File: config.mk
export PLATFORM = sky130hd
export DESIGN_NAME = pmbus_telemetry_ov_config
export DESIGN_NICKNAME = d
export VERILOG_FILES = /design/src/hdl/telem_pkg.sv /design/src/hdl/ov_sel_if.sv /design/src/hdl/ov_thresh_store.sv /design/src/hdl/pmbus_telemetry_ov_config.sv
export VERILOG_INCLUDE_DIRS = /design/src /design/src/hdl
export SDC_FILE = /design/constraint.sdc
export NUM_CORES = 1
export LEC_CHECK = 0
export ABC_AREA = 1
export BUFFER_PORTS_ARGS = -buffer_cell sky130_fd_sc_hd__buf_2
export CORE_ASPECT_RATIO = 1.5
export CORE_MARGIN = 4
export CORE_UTILIZATION = 35
export DETAILED_ROUTE_END_ITERATION = 16
export GPL_ROUTABILITY_DRIVEN = 0
export GPL_TIMING_DRIVEN = 0
export PLACE_DENSITY = 0.67
export RECOVER_POWER = 100
export SLEW_MARGIN = 10
export SYNTH_ARGS = -nofsm -noshare
export SYNTH_HDL_FRONTEND = slang
export SYNTH_SLANG_ARGS = --single-unit
File: constraint.sdc
create_clock -name core_clk -period 2.9 [get_ports core_clk]
set_input_delay 0.58 -clock core_clk [delete_from_list [all_inputs] [get_ports core_clk]]
set_output_delay 0.58 -clock core_clk [all_outputs]
set_load 0.01 [all_outputs]
File: src/hdl/telem_map.svh
// constants for the telemetry and overvoltage-threshold responder
// assumes inclusion from the package and design files by bare name
`ifndef TELEM_MAP_SVH
`define TELEM_MAP_SVH

// ----------------------------------------------------------------
// command codes
// ----------------------------------------------------------------
`define CMD_READ_DUTY   8'h94
`define CMD_READ_VOUT   8'h8b
`define CMD_READ_IOUT   8'h8c
`define CMD_READ_TEMP   8'h8d
`define CMD_OV_THRESH   8'hd5

// ----------------------------------------------------------------
// linear format fields and exponents
// ----------------------------------------------------------------
`define LIN_EXP_MSB     15
`define LIN_EXP_LSB     11
`define LIN_MANT_W      11
`define EXP_DUTY        5'h1e
`define EXP_UNITY       5'h00

// ----------------------------------------------------------------
// sections and overvoltage offsets
// ----------------------------------------------------------------
`define SECT_MULTI      1'b0
`define SECT_SINGLE     1'b1
`define VID_STEP_MV     5
`define OV_MV_SEL0      175
`define OV_MV_SEL1      225
`define OV_MV_SEL2      275
`define OV_MV_SEL3      325
`define OV_SEL_RESET    2'h0
`define OV_SEL_MAX      8'h03

`endif

File: src/hdl/telem_pkg.sv
// types and shared arithmetic for the telemetry responder
// assumes telem_map.svh is on the include path
`include "telem_map.svh"

package telem_pkg;

  typedef logic [1:0]  ov_sel_t;
  typedef logic [15:0] word_t;

  // pack exponent and mantissa into one linear-format word
  function automatic word_t lin_pack(input logic [4:0]  e,
                                     input logic [10:0] m);
    return {e, m};
  endfunction

  // overvoltage offset in voltage-code steps for a selection
  function automatic logic [6:0] ov_steps(input ov_sel_t s);
    int mv;
    case (s)
      2'h0:    mv = `OV_MV_SEL0;
      2'h1:    mv = `OV_MV_SEL1;
      2'h2:    mv = `OV_MV_SEL2;
      default: mv = `OV_MV_SEL3;
    endcase
    return 7'(mv / `VID_STEP_MV);
  endfunction

endpackage

File: src/hdl/ov_sel_if.sv
// carrier between the responder and the threshold store
// assumes both ends share core_clk
`timescale 1ns/1ps

interface ov_sel_if;
  logic                      wr_en;
  logic                      wr_sect;
  telem_pkg::ov_sel_t        wr_sel;
  telem_pkg::ov_sel_t [1:0]  sel;

  modport cfg   (output wr_en, output wr_sect, output wr_sel, input sel);
  modport store (input wr_en, input wr_sect, input wr_sel, output sel);
endinterface

File: src/hdl/ov_thresh_store.sv
// per-section overvoltage threshold selections
// assumes writes arrive already range checked from the responder
`timescale 1ns/1ps
`include "telem_map.svh"

module ov_thresh_store (
  // clock and reset
  input wire logic  core_clk,
  input wire logic  rst,
  input wire logic  ce,
  // selection traffic
  ov_sel_if.store   ovs
);
  import telem_pkg::*;

  typedef struct packed {
    ov_sel_t [1:0] sel;
  } store_t;

  store_t s_q;
  store_t s_d;

  // each section keeps its own selection; a write touches only one
  always_comb begin
    s_d = s_q;
    if (ovs.wr_en) begin
      s_d.sel[ovs.wr_sect] = ovs.wr_sel;
    end
  end

  always_ff @(posedge core_clk or posedge rst) begin
    if (rst) begin
      s_q.sel <= {2{`OV_SEL_RESET}};
    end else if (ce) begin
      s_q <= s_d;
    end
  end

  assign ovs.sel = s_q.sel;

  a_sel_indep: assert property (@(posedge core_clk) disable iff (rst)
    ce && ovs.wr_en |=> ovs.sel[!$past(ovs.wr_sect)] ==
                        $past(ovs.sel[!ovs.wr_sect]))
    else $error("write to one section changed the other");

endmodule

File: src/hdl/pmbus_telemetry_ov_config.sv
// telemetry and overvoltage-threshold responder behind the bus framer
// assumes the framer hands over decoded commands on core_clk, and that
// all telemetry inputs are produced by logic on the same clock
`timescale 1ns/1ps
`include "telem_map.svh"

module pmbus_telemetry_ov_config #(
  parameter int CODE_W = 8,
  parameter int MEAS_W = 8
) (
  // clock, reset, enable
  input  wire logic                   core_clk,
  input  wire logic                   rst,
  input  wire logic                   ce,
  // decoded command from the framer
  input  wire logic                   cmd_valid,
  input  wire logic                   cmd_write,
  input  wire logic                   cmd_sect,
  input  wire logic [7:0]             cmd_code,
  input  wire logic [7:0]             cmd_data,
  // reply to the framer
  output logic                        rsp_valid,
  output logic                        rsp_err,
  output telem_pkg::word_t            rsp_data,
  // telemetry sources
  input  wire logic [8:0]             duty_quarter,
  input  wire logic [1:0][CODE_W-1:0] voltage_code,
  input  wire logic [1:0][MEAS_W-1:0] iout_amp,
  input  wire logic [MEAS_W-1:0]      temp_degc,
  // overvoltage limit per section, in voltage-code steps
  output logic [1:0][CODE_W:0]        ov_limit_code
);
  import telem_pkg::*;

  // ----------------------------------------------------------------
  // elaboration checks
  // ----------------------------------------------------------------
  // the mantissa is 11 bits and the raw code must fit a word
  if (CODE_W < 7 || CODE_W > 15) begin : g_bad_code
    $error("CODE_W out of range");
  end
  if (MEAS_W < 1 || MEAS_W > 10) begin : g_bad_meas
    $error("MEAS_W must leave a zero sign bit in the mantissa");
  end

  // ----------------------------------------------------------------
  // state
  // ----------------------------------------------------------------
  typedef struct packed {
    logic                   rsp_valid;
    logic                   rsp_err;
    word_t                  rsp_data;
    logic [1:0][CODE_W:0]   limit;
  } resp_t;

  resp_t s_q;
  resp_t s_d;

  ov_sel_if ovs ();

  ov_thresh_store u_store (
    .core_clk (core_clk),
    .rst      (rst),
    .ce       (ce),
    .ovs      (ovs.store)
  );

  logic take;
  assign take = cmd_valid;

  // ----------------------------------------------------------------
  // command decode and reply formation
  // ----------------------------------------------------------------
  // one command per cycle; the reply is a one-cycle pulse the cycle after
  always_comb begin
    s_d = s_q;
    s_d.rsp_valid = 1'b0;
    ovs.wr_en   = 1'b0;
    ovs.wr_sect = cmd_sect;
    ovs.wr_sel  = cmd_data[1:0];
    if (take) begin
      s_d.rsp_valid = 1'b1;
      s_d.rsp_err   = 1'b0;
      s_d.rsp_data  = '0;
      case (cmd_code)
        `CMD_READ_DUTY: begin
          // duty exists only for the multi-phase section
          if (cmd_write || cmd_sect != `SECT_MULTI) begin
            s_d.rsp_err = 1'b1;
          end else begin
            s_d.rsp_data = lin_pack(`EXP_DUTY,
                                    {2'b00, duty_quarter});
          end
        end
        `CMD_READ_VOUT: begin
          if (cmd_write) begin
            s_d.rsp_err = 1'b1;
          end else begin
            s_d.rsp_data = 16'(voltage_code[cmd_sect]);
          end
        end
        `CMD_READ_IOUT: begin
          if (cmd_write) begin
            s_d.rsp_err = 1'b1;
          end else begin
            s_d.rsp_data = lin_pack(`EXP_UNITY,
              11'(iout_amp[cmd_sect]));
          end
        end
        `CMD_READ_TEMP: begin
          // temperature is the multi-phase power stage whatever the page
          if (cmd_write) begin
            s_d.rsp_err = 1'b1;
          end else begin
            s_d.rsp_data = lin_pack(`EXP_UNITY,
                                    11'(temp_degc));
          end
        end
        `CMD_OV_THRESH: begin
          if (cmd_write) begin
            // bytes above 03h are refused and the old selection kept
            if (cmd_data > `OV_SEL_MAX) begin
              s_d.rsp_err = 1'b1;
            end else begin
              ovs.wr_en = 1'b1;
            end
          end else begin
            s_d.rsp_data = 16'(ovs.sel[cmd_sect]);
          end
        end
        default: begin
          s_d.rsp_err = 1'b1;
        end
      endcase
    end
    // limit tracks the live code; a selection write shows two cycles after the command
    for (int i = 0; i < 2; i++) begin
      s_d.limit[i] = (CODE_W+1)'(voltage_code[i]) +
                     (CODE_W+1)'(ov_steps(ovs.sel[i]));
    end
  end

  always_ff @(posedge core_clk or posedge rst) begin
    if (rst) begin
      s_q <= '0;
    end else if (ce) begin
      s_q <= s_d;
    end
  end

  assign rsp_valid     = s_q.rsp_valid;
  assign rsp_err       = s_q.rsp_err;
  assign rsp_data      = s_q.rsp_data;
  assign ov_limit_code = s_q.limit;

  // ----------------------------------------------------------------
  // checks
  // ----------------------------------------------------------------
  a_duty_reply: assert property (@(posedge core_clk) disable iff (rst)
    ce && cmd_valid && !cmd_write && cmd_sect == 1'b0 &&
    cmd_code == 8'h94 |=> rsp_valid && !rsp_err &&
    rsp_data == {5'h1e, 2'b00, $past(duty_quarter)})
    else $error("duty reply wrong");

  a_vout_reply: assert property (@(posedge core_clk) disable iff (rst)
    ce && cmd_valid && !cmd_write && cmd_code == 8'h8b
    |=> rsp_valid && rsp_data == 16'($past(voltage_code[cmd_sect])))
    else $error("voltage code reply wrong");

  a_iout_reply: assert property (@(posedge core_clk) disable iff (rst)
    ce && cmd_valid && !cmd_write && cmd_code == 8'h8c
    |=> rsp_valid && rsp_data[15:11] == 5'h00 &&
        rsp_data[10:0] == 11'($past(iout_amp[cmd_sect])))
    else $error("current reply wrong");

  a_temp_reply: assert property (@(posedge core_clk) disable iff (rst)
    ce && cmd_valid && !cmd_write && cmd_code == 8'h8d
    |=> rsp_valid && rsp_data == {5'h00, 11'($past(temp_degc))})
    else $error("temperature reply wrong");

  a_ov_default: assert property (@(posedge core_clk)
    $fell(rst) |-> ovs.sel == 4'h0)
    else $error("threshold not at +175 mV after reset");

  a_ov_limit: assert property (@(posedge core_clk) disable iff (rst)
    ce |=> ov_limit_code[$past(cmd_sect)] ==
      (CODE_W+1)'($past(voltage_code[cmd_sect])) +
      (CODE_W+1)'(7'd35 + 7'd10 * 7'($past(ovs.sel[cmd_sect]))))
    else $error("section limit does not follow its selection");

  a_word_pulse: assert property (@(posedge core_clk) disable iff (rst)
    ce && !cmd_valid && rsp_valid |=> !rsp_valid)
    else $error("reply pulse held too long");

  a_lin_pack: assert property (@(posedge core_clk) disable iff (rst)
    ce && cmd_valid && !cmd_write && cmd_code == 8'h94 && cmd_sect == 1'b0
    |=> rsp_data[15:11] == 5'h1e && rsp_data[10:9] == 2'b00)
    else $error("exponent not in upper five bits");

  a_bad_refused: assert property (@(posedge core_clk) disable iff (rst)
    ce && cmd_valid && cmd_write && cmd_code == 8'hd5 && cmd_data > 8'h03
    |=> rsp_err && $stable(ovs.sel))
    else $error("out of range threshold accepted");

  a_store_write: assert property (@(posedge core_clk) disable iff (rst)
    ce && cmd_valid && cmd_write && cmd_code == 8'hd5 && cmd_data <= 8'h03
    |=> !rsp_err && ovs.sel[$past(cmd_sect)] == $past(cmd_data[1:0]))
    else $error("threshold write not stored");

  a_ro_write: assert property (@(posedge core_clk) disable iff (rst)
    ce && cmd_valid && cmd_write && cmd_code != 8'hd5
    |=> rsp_valid && rsp_err && rsp_data == 16'h0000)
    else $error("write to a read-only code accepted");

  // a frozen enable must hold rsp_valid, rsp_data and the limits where they stand
  a_ce_freeze: assert property (@(posedge core_clk) disable iff (rst)
    !ce |=> $stable(rsp_valid) && $stable(rsp_data) &&
            $stable(ov_limit_code))
    else $error("state moved while the enable was low");

endmodule

# ---- Word level (Yosys, flattened, before mapping)
# Cells that the tools add are included.
dict set report totals {
  ff_bits 40
  latch_bits 0
  ramBits 0
  rom_bits 0
  input_bits 71
  mem_count 0
}
dict set report op_classes {
  n_addsub 2
  multipliers 0
  n_div 2
  order_cmp 3
  eq_ne 9
  shift 0
  n_mux 27
  bitwise 0
  n_reduce_logical 7
}
# op count
set ops {}
lappend ops {{$pmux W16 S5} 1}
lappend ops {{$div A32 B4 Y32 const B} 2}
lappend ops {{$mux W8} 7}
lappend ops {{$pmux W9 S3} 2}
lappend ops {{$eq A8 B8 Y1 const B} 5}
lappend ops {{$add A8 B7 Y9} 2}
lappend ops {{$mux W18} 1}
lappend ops {{$mux W16} 1}
lappend ops {{$gt A8 B2 Y1 const B} 1}
lappend ops {{$mux W1} 8}
lappend ops {{$mux W2} 4}
lappend ops {{$bwmux W4} 1}
lappend ops {{$eq A2 B1 Y1 const B} 2}
lappend ops {{$eq A2 B2 Y1 const B} 2}
lappend ops {{$logic_not A2 Y1} 2}
lappend ops {{$reduce_and A2 Y1} 2}
lappend ops {{$pmux W1 S3} 1}
lappend ops {{$reduce_or A3 Y1} 1}
lappend ops {{$demux W2 S1} 1}
lappend ops {{$lt A1 B2 Y1 const B} 1}
lappend ops {{$ge A1 B1 Y1 const B} 1}
lappend ops {{$logic_and A1 B1 Y1} 1}
lappend ops {{$logic_or A1 B1 Y1} 1}

# ---- Logic depth before layout (Yosys ltp)
dict set report logic_depth {
  depth_word 6
  ltp_mapped 19
  mapped_depth_nobuf 19
}

# ---- Hierarchy
# Synthesis repeated with hierarchy kept, for this count alone.
dict set report hier_totals {
  hier_cells 477
  hier_area_um2 3184.3
}
# module n_inst cells_each area_per_inst_um2
set modules_own_cells {}
lappend modules_own_cells {pmbus_telemetry_ov_config 1 457 3011.6}
lappend modules_own_cells {ov_thresh_store 1 20 172.7}

# ---- Least setup slack after synthesis
# Ideal clock, no wire load.
dict set report synth_path {
  path_kind {flip-flop to flip-flop}
  startpoint {reg u_store.ovs.sel[2] (netlist name)}
  endpoint {reg s_q (netlist bit ov_limit_code[13])}
  setup_time_ns 0.083
  arrival_time_ns 2.297
  required_ns 2.817
  setup_slack_ns 0.521
  path_stages_with_launch 12
  path_buffers 0
  period_less_slack_ns 2.379
  path_cell_list {dfrtp_1 > inv_1 > ha_1 > o21ai_0 > ha_1 > o221ai_1 > ha_1 > fa_1 > a21oi_1 > o21ai_0 > xor2_1 > o21ai_0}
}
dict set report synth_via {
  elab_chain_cells 4
}
# item line
set synth_lines {}
lappend synth_lines {{$eq A2 B2 Y1, or another cell as far along} telem_pkg.sv:19} ;# case (s)
lappend synth_lines {{$pmux W9 S3 (*)} telem_pkg.sv:19}
lappend synth_lines {{$div A32 B4 Y32 (no line) (*)} -}
lappend synth_lines {{$add A8 B7 Y9 (*)} pmbus_telemetry_ov_config.sv:138} ;# s_d.limit[i] = (CODE_W+1)'(voltage_code[i]) +
lappend synth_lines {{end signal, assigned} pmbus_telemetry_ov_config.sv:145} ;# s_q <= '0;
lappend synth_lines {{end signal, assigned} pmbus_telemetry_ov_config.sv:147} ;# s_q <= s_d;
lappend synth_lines {{end, declared} pmbus_telemetry_ov_config.sv:56} ;# resp_t s_q;
# Mark *: on every way between the ends. The rest lies on a longest branch, timed or not.
# A chain may end at the register's enable or synchronous reset.

# ---- Worst setup path after layout
dict set report layout_path {
  startpoint {reg u_store.ovs.sel[3] (netlist name)}
  endpoint {reg s_q (netlist bit ov_limit_code[13])}
}
dict set report layout_via {
  elab_chain_cells 4
}
# item line
set layout_lines {}
lappend layout_lines {{$eq A2 B2 Y1, or another cell as far along} telem_pkg.sv:19}
lappend layout_lines {{$pmux W9 S3 (*)} telem_pkg.sv:19}
lappend layout_lines {{$div A32 B4 Y32 (no line) (*)} -}
lappend layout_lines {{$add A8 B7 Y9 (*)} pmbus_telemetry_ov_config.sv:138}
# Marks and branches as above.

==> run_results.csv <==
group,metric,value,unit
clocking,htree_levels,2,
clocking,clock_latency,290,ps
finish,regArea,852,um2
finish,area_growth,25.1,%
global_routing,grt_overflow_total,0,
placed_design,dpl.cell_count,657,
synth,yosysWarnings,0,
worst_setup_path,path_cells,"inv_1 -> ha_1 -> nor2_1 -> a21oi_1 -> and2_0 -> o221ai_1 -> ha_1 -> fa_1 -> a21oi_1 -> o21ai_0 -> xor2_1 -> o21ai_0",
finish,nets,662,
timing,fin_crit_sh,92.0,%
finish,postLayoutCellArea,0.00379,mm2
floorplan,num_rows,41,
synth,ys_ff_latch,34,
worst_setup_path,timing.rr.end,"ov_limit_code[13]",
floorplan,core_area,0.00841,mm2
detailed_routing,drt_iter0_drc,206,
finish,multi_input_area,0.00191,mm2
synth,synthAdderAreaFrac,14.6,%
timing,rsz0062_at_grt,"no",
worst_setup_path,start_kind,"flip-flop",
detailed_routing,wl,9160,um
worst_setup_path,cp.arrival,2870,ps
timing,tightestPinTransition,1300,ps
synth,syn-cell-area,0.00303,mm2
timing,setup_viol,0,
finish,final_cell_mix,"165 x nand2_1, 75 x buf_2, 40 x inv_1",
run,drv_cap,0,
power_and_ir_drop,p_leak,2.02,nW
worst_setup_path,cp_slowest_stage_delay,470,ps
finish,final_common_cell,"nand2_1",
outcome,status,"complete, no violations",
placed_design,pre_cts_ws,154,ps
worst_setup_path,rr_worst_depth,12,
detailed_routing,remaining_drc_errors,0,
placed_design,place_area,0.00368,mm2
detailed_routing,num_vias,3296,
timing,hold_ws,466,ps
worst_setup_path,rrSetupSlack,230,ps
power_and_ir_drop,p_per_area,354,mW/mm2
worst_setup_path,path_max_fanout,7,
worst_setup_path,cp_slowest_cell,"dfrtp_1",
worst_setup_path,reg2reg_from,"u_store.ovs.sel[3]",
worst_setup_path,crit_family,"adder cells",
finish,finalNonFillerCells,665,
timing,slew_violations,0,
detailed_routing,wire_per_inst,13.8,um
global_routing,grt_max_degree,35,
synth,synth_top_family_by_area,"simple AND/OR/NAND/NOR gates",
timing,report.final.hold_viol_count,0,
clocking,clock_sinks,34,
floorplan,fp.dieW,83.9,um
power_and_ir_drop,ir_drop,0.000331,V
floorplan,start_util,36.0,%
timing,max_slew_margin,13.5,%
synth,synth-seq-area-share,28.1,%
finish,nFillCells,925,
global_routing,grt_pass1_wl,14700,um
synth,synthXorXnorAreaFrac,2.03,%
synth,ys_types,31,
worst_hold_path,holdCritPathClass,"reg -> reg",
detailed_routing,ant_nets,0,
worst_setup_path,crit_type,"reg -> reg",
timing,post-route-min-period,2670,ps
worst_setup_path,crit_cells,12,
timing,setup_tns,0,ps
worst_setup_path,crit_required,3110,ps
timing,fmax,375,MHz
power_and_ir_drop,finalPower,1.34,mW
global_routing,antenna_found_initial,0,
floorplan,ios,107,
worst_hold_path,worstHoldPathCells,2,
clocking,cts_buffer_depth,2,
finish,layout-drive-gt1-share,18.3,%
clocking,cts_root_buf,"clkbuf_16",
clocking,cts.clk_slew.worst_paths,50,ps
floorplan,die-area,0.0102,mm2
synth,syn_area_per_cell,6.81,um2
worst_setup_path,worst_setup_path_end_kind,"flip-flop",
clocking,holdBufCountCts,0,
synth,netlist_instances,444,
worst_setup_path,endpoint,"ov_limit_code[13]",
global_routing,first_global_vias,3287,
global_routing,grt_usage,18.0,%
worst_setup_path,crit_start,"u_store.ovs.sel[3]",
clocking,cts_buffers,5,
timing,clock_skew,4.87,ps
finish,antenna_cells,0,
timing,timing.final.ws_setup,232,ps
synth,synth_simple_gate_area_share,35.7,%
synth,synth.area.mux_share,0,%
floorplan,die_h,122,um
clocking,cts_tree,"built",
detailed_routing,via_per_inst,4.96,
finish,final_util,45.0,%
detailed_routing,firstDrtPassIters,5,
placed_design,portBuffers,102,
synth,synth-compound-area-share,10.5,%
placed_design,hpwlAfterDp,7530,um
worst_setup_path,crit_buf_inv,1,
## cell type report
class / count / area share, %
Tap cell: 107 / 3.54
Buffer: 18 / 2.91
Sequential cell: 34 / 22.5
Inverter: 42 / 4.16
Multi-Input combinational cell: 354 / 50.5
Timing Repair Buffer: 102 / 12.5
Clock buffer: 7 / 3.77
Clock inverter: 1 / 0.132
## metal layers
layer | track usage, % | share of wire, %
met4 | 12.0 | 4.8
met3 | 2.84 | 4.9
met2 | 32.8 | 53
met5 | 0 | 0
met1 | 18.9 | 37
## flip-flops by register name, indices dropped and copies added, names as in the netlist
name / cells
ov_limit_code: 18
rsp_data: 10
rsp_err: 1
rsp_valid: 1
u_store.ovs.sel: 4
## worst min-delay path, delay by kind of cell (launching register included)
kind | cells | cell delay [ps]
flip-flops | 1 | 330
AND/OR/NAND/NOR | 2 | 100
## synthesized netlist by cell type
master / n / share of area, %
a21oi_1: 28 / 4.6
o21ai_1: 5 / 0.83
o21ai_0: 23 / 3.8
clkbuf_1: 5 / 0.62
xor2_1: 7 / 2.0
nand3_2: 2 / 0.66
ha_1: 32 / 13
buf_4: 6 / 1.5
nor3_2: 1 / 0.33
dfrtp_1: 34 / 28
nand3_1: 21 / 3.5
inv_1: 40 / 5.0
a21o_1: 1 / 0.25
conb_1: 1 / 0.12
buf_2: 5 / 0.83
nand2_1: 164 / 20
and2_1: 2 / 0.41
buf_6: 2 / 0.74
nand4_1: 23 / 4.8
nor3_1: 1 / 0.17
o221ai_1: 1 / 0.29
o211ai_1: 1 / 0.25
nor4_2: 1 / 0.41
o21bai_1: 2 / 0.50
nand2_2: 3 / 0.62
nor2_1: 25 / 3.1
fa_1: 2 / 1.3
or2_2: 2 / 0.41
inv_2: 2 / 0.25
nor2_8: 1 / 0.66
nor2_4: 1 / 0.37
## power by group
| group | switching, mW | internal (mW) |
|---|---|---|
| registers | 0.0164 | 0.505 |
| clock network | 0.203 | 0.340 |
| logic | 0.172 | 0.104 |
| total | 0.391 | 0.949 |
## logic make-up after synthesis
kind of cell,count (synthesis)
buffers and inverters,60
other,1
adders and majority gates,34
DFF,34
xor gates and xnor gates,7
and+or+nand+nor,247
AOI/OAI and AO/OA,61
## worst min path at each step
stage	start	to	slack (ps)
after global routing	ov_limit_code[9]	ov_limit_code[9]	490
after detailed placement	ov_limit_code[1]	ov_limit_code[1]	460
final	ov_limit_code[1]	ov_limit_code[1]	470
after CTS	rst	rsp_data[5]	440
after global placement	ov_limit_code[1]	ov_limit_code[1]	450
after floorplan	ov_limit_code[0]	ov_limit_code[0]	510
## what timing repair did
item / in CTS / in global routing
setup buffers: 0 / 0
setup endpoints to repair: 0 / 1
gates resized for setup: 0 / 1
endpoints found under the hold margin: 0 / 0
Power figures use the tool's default switching activity.
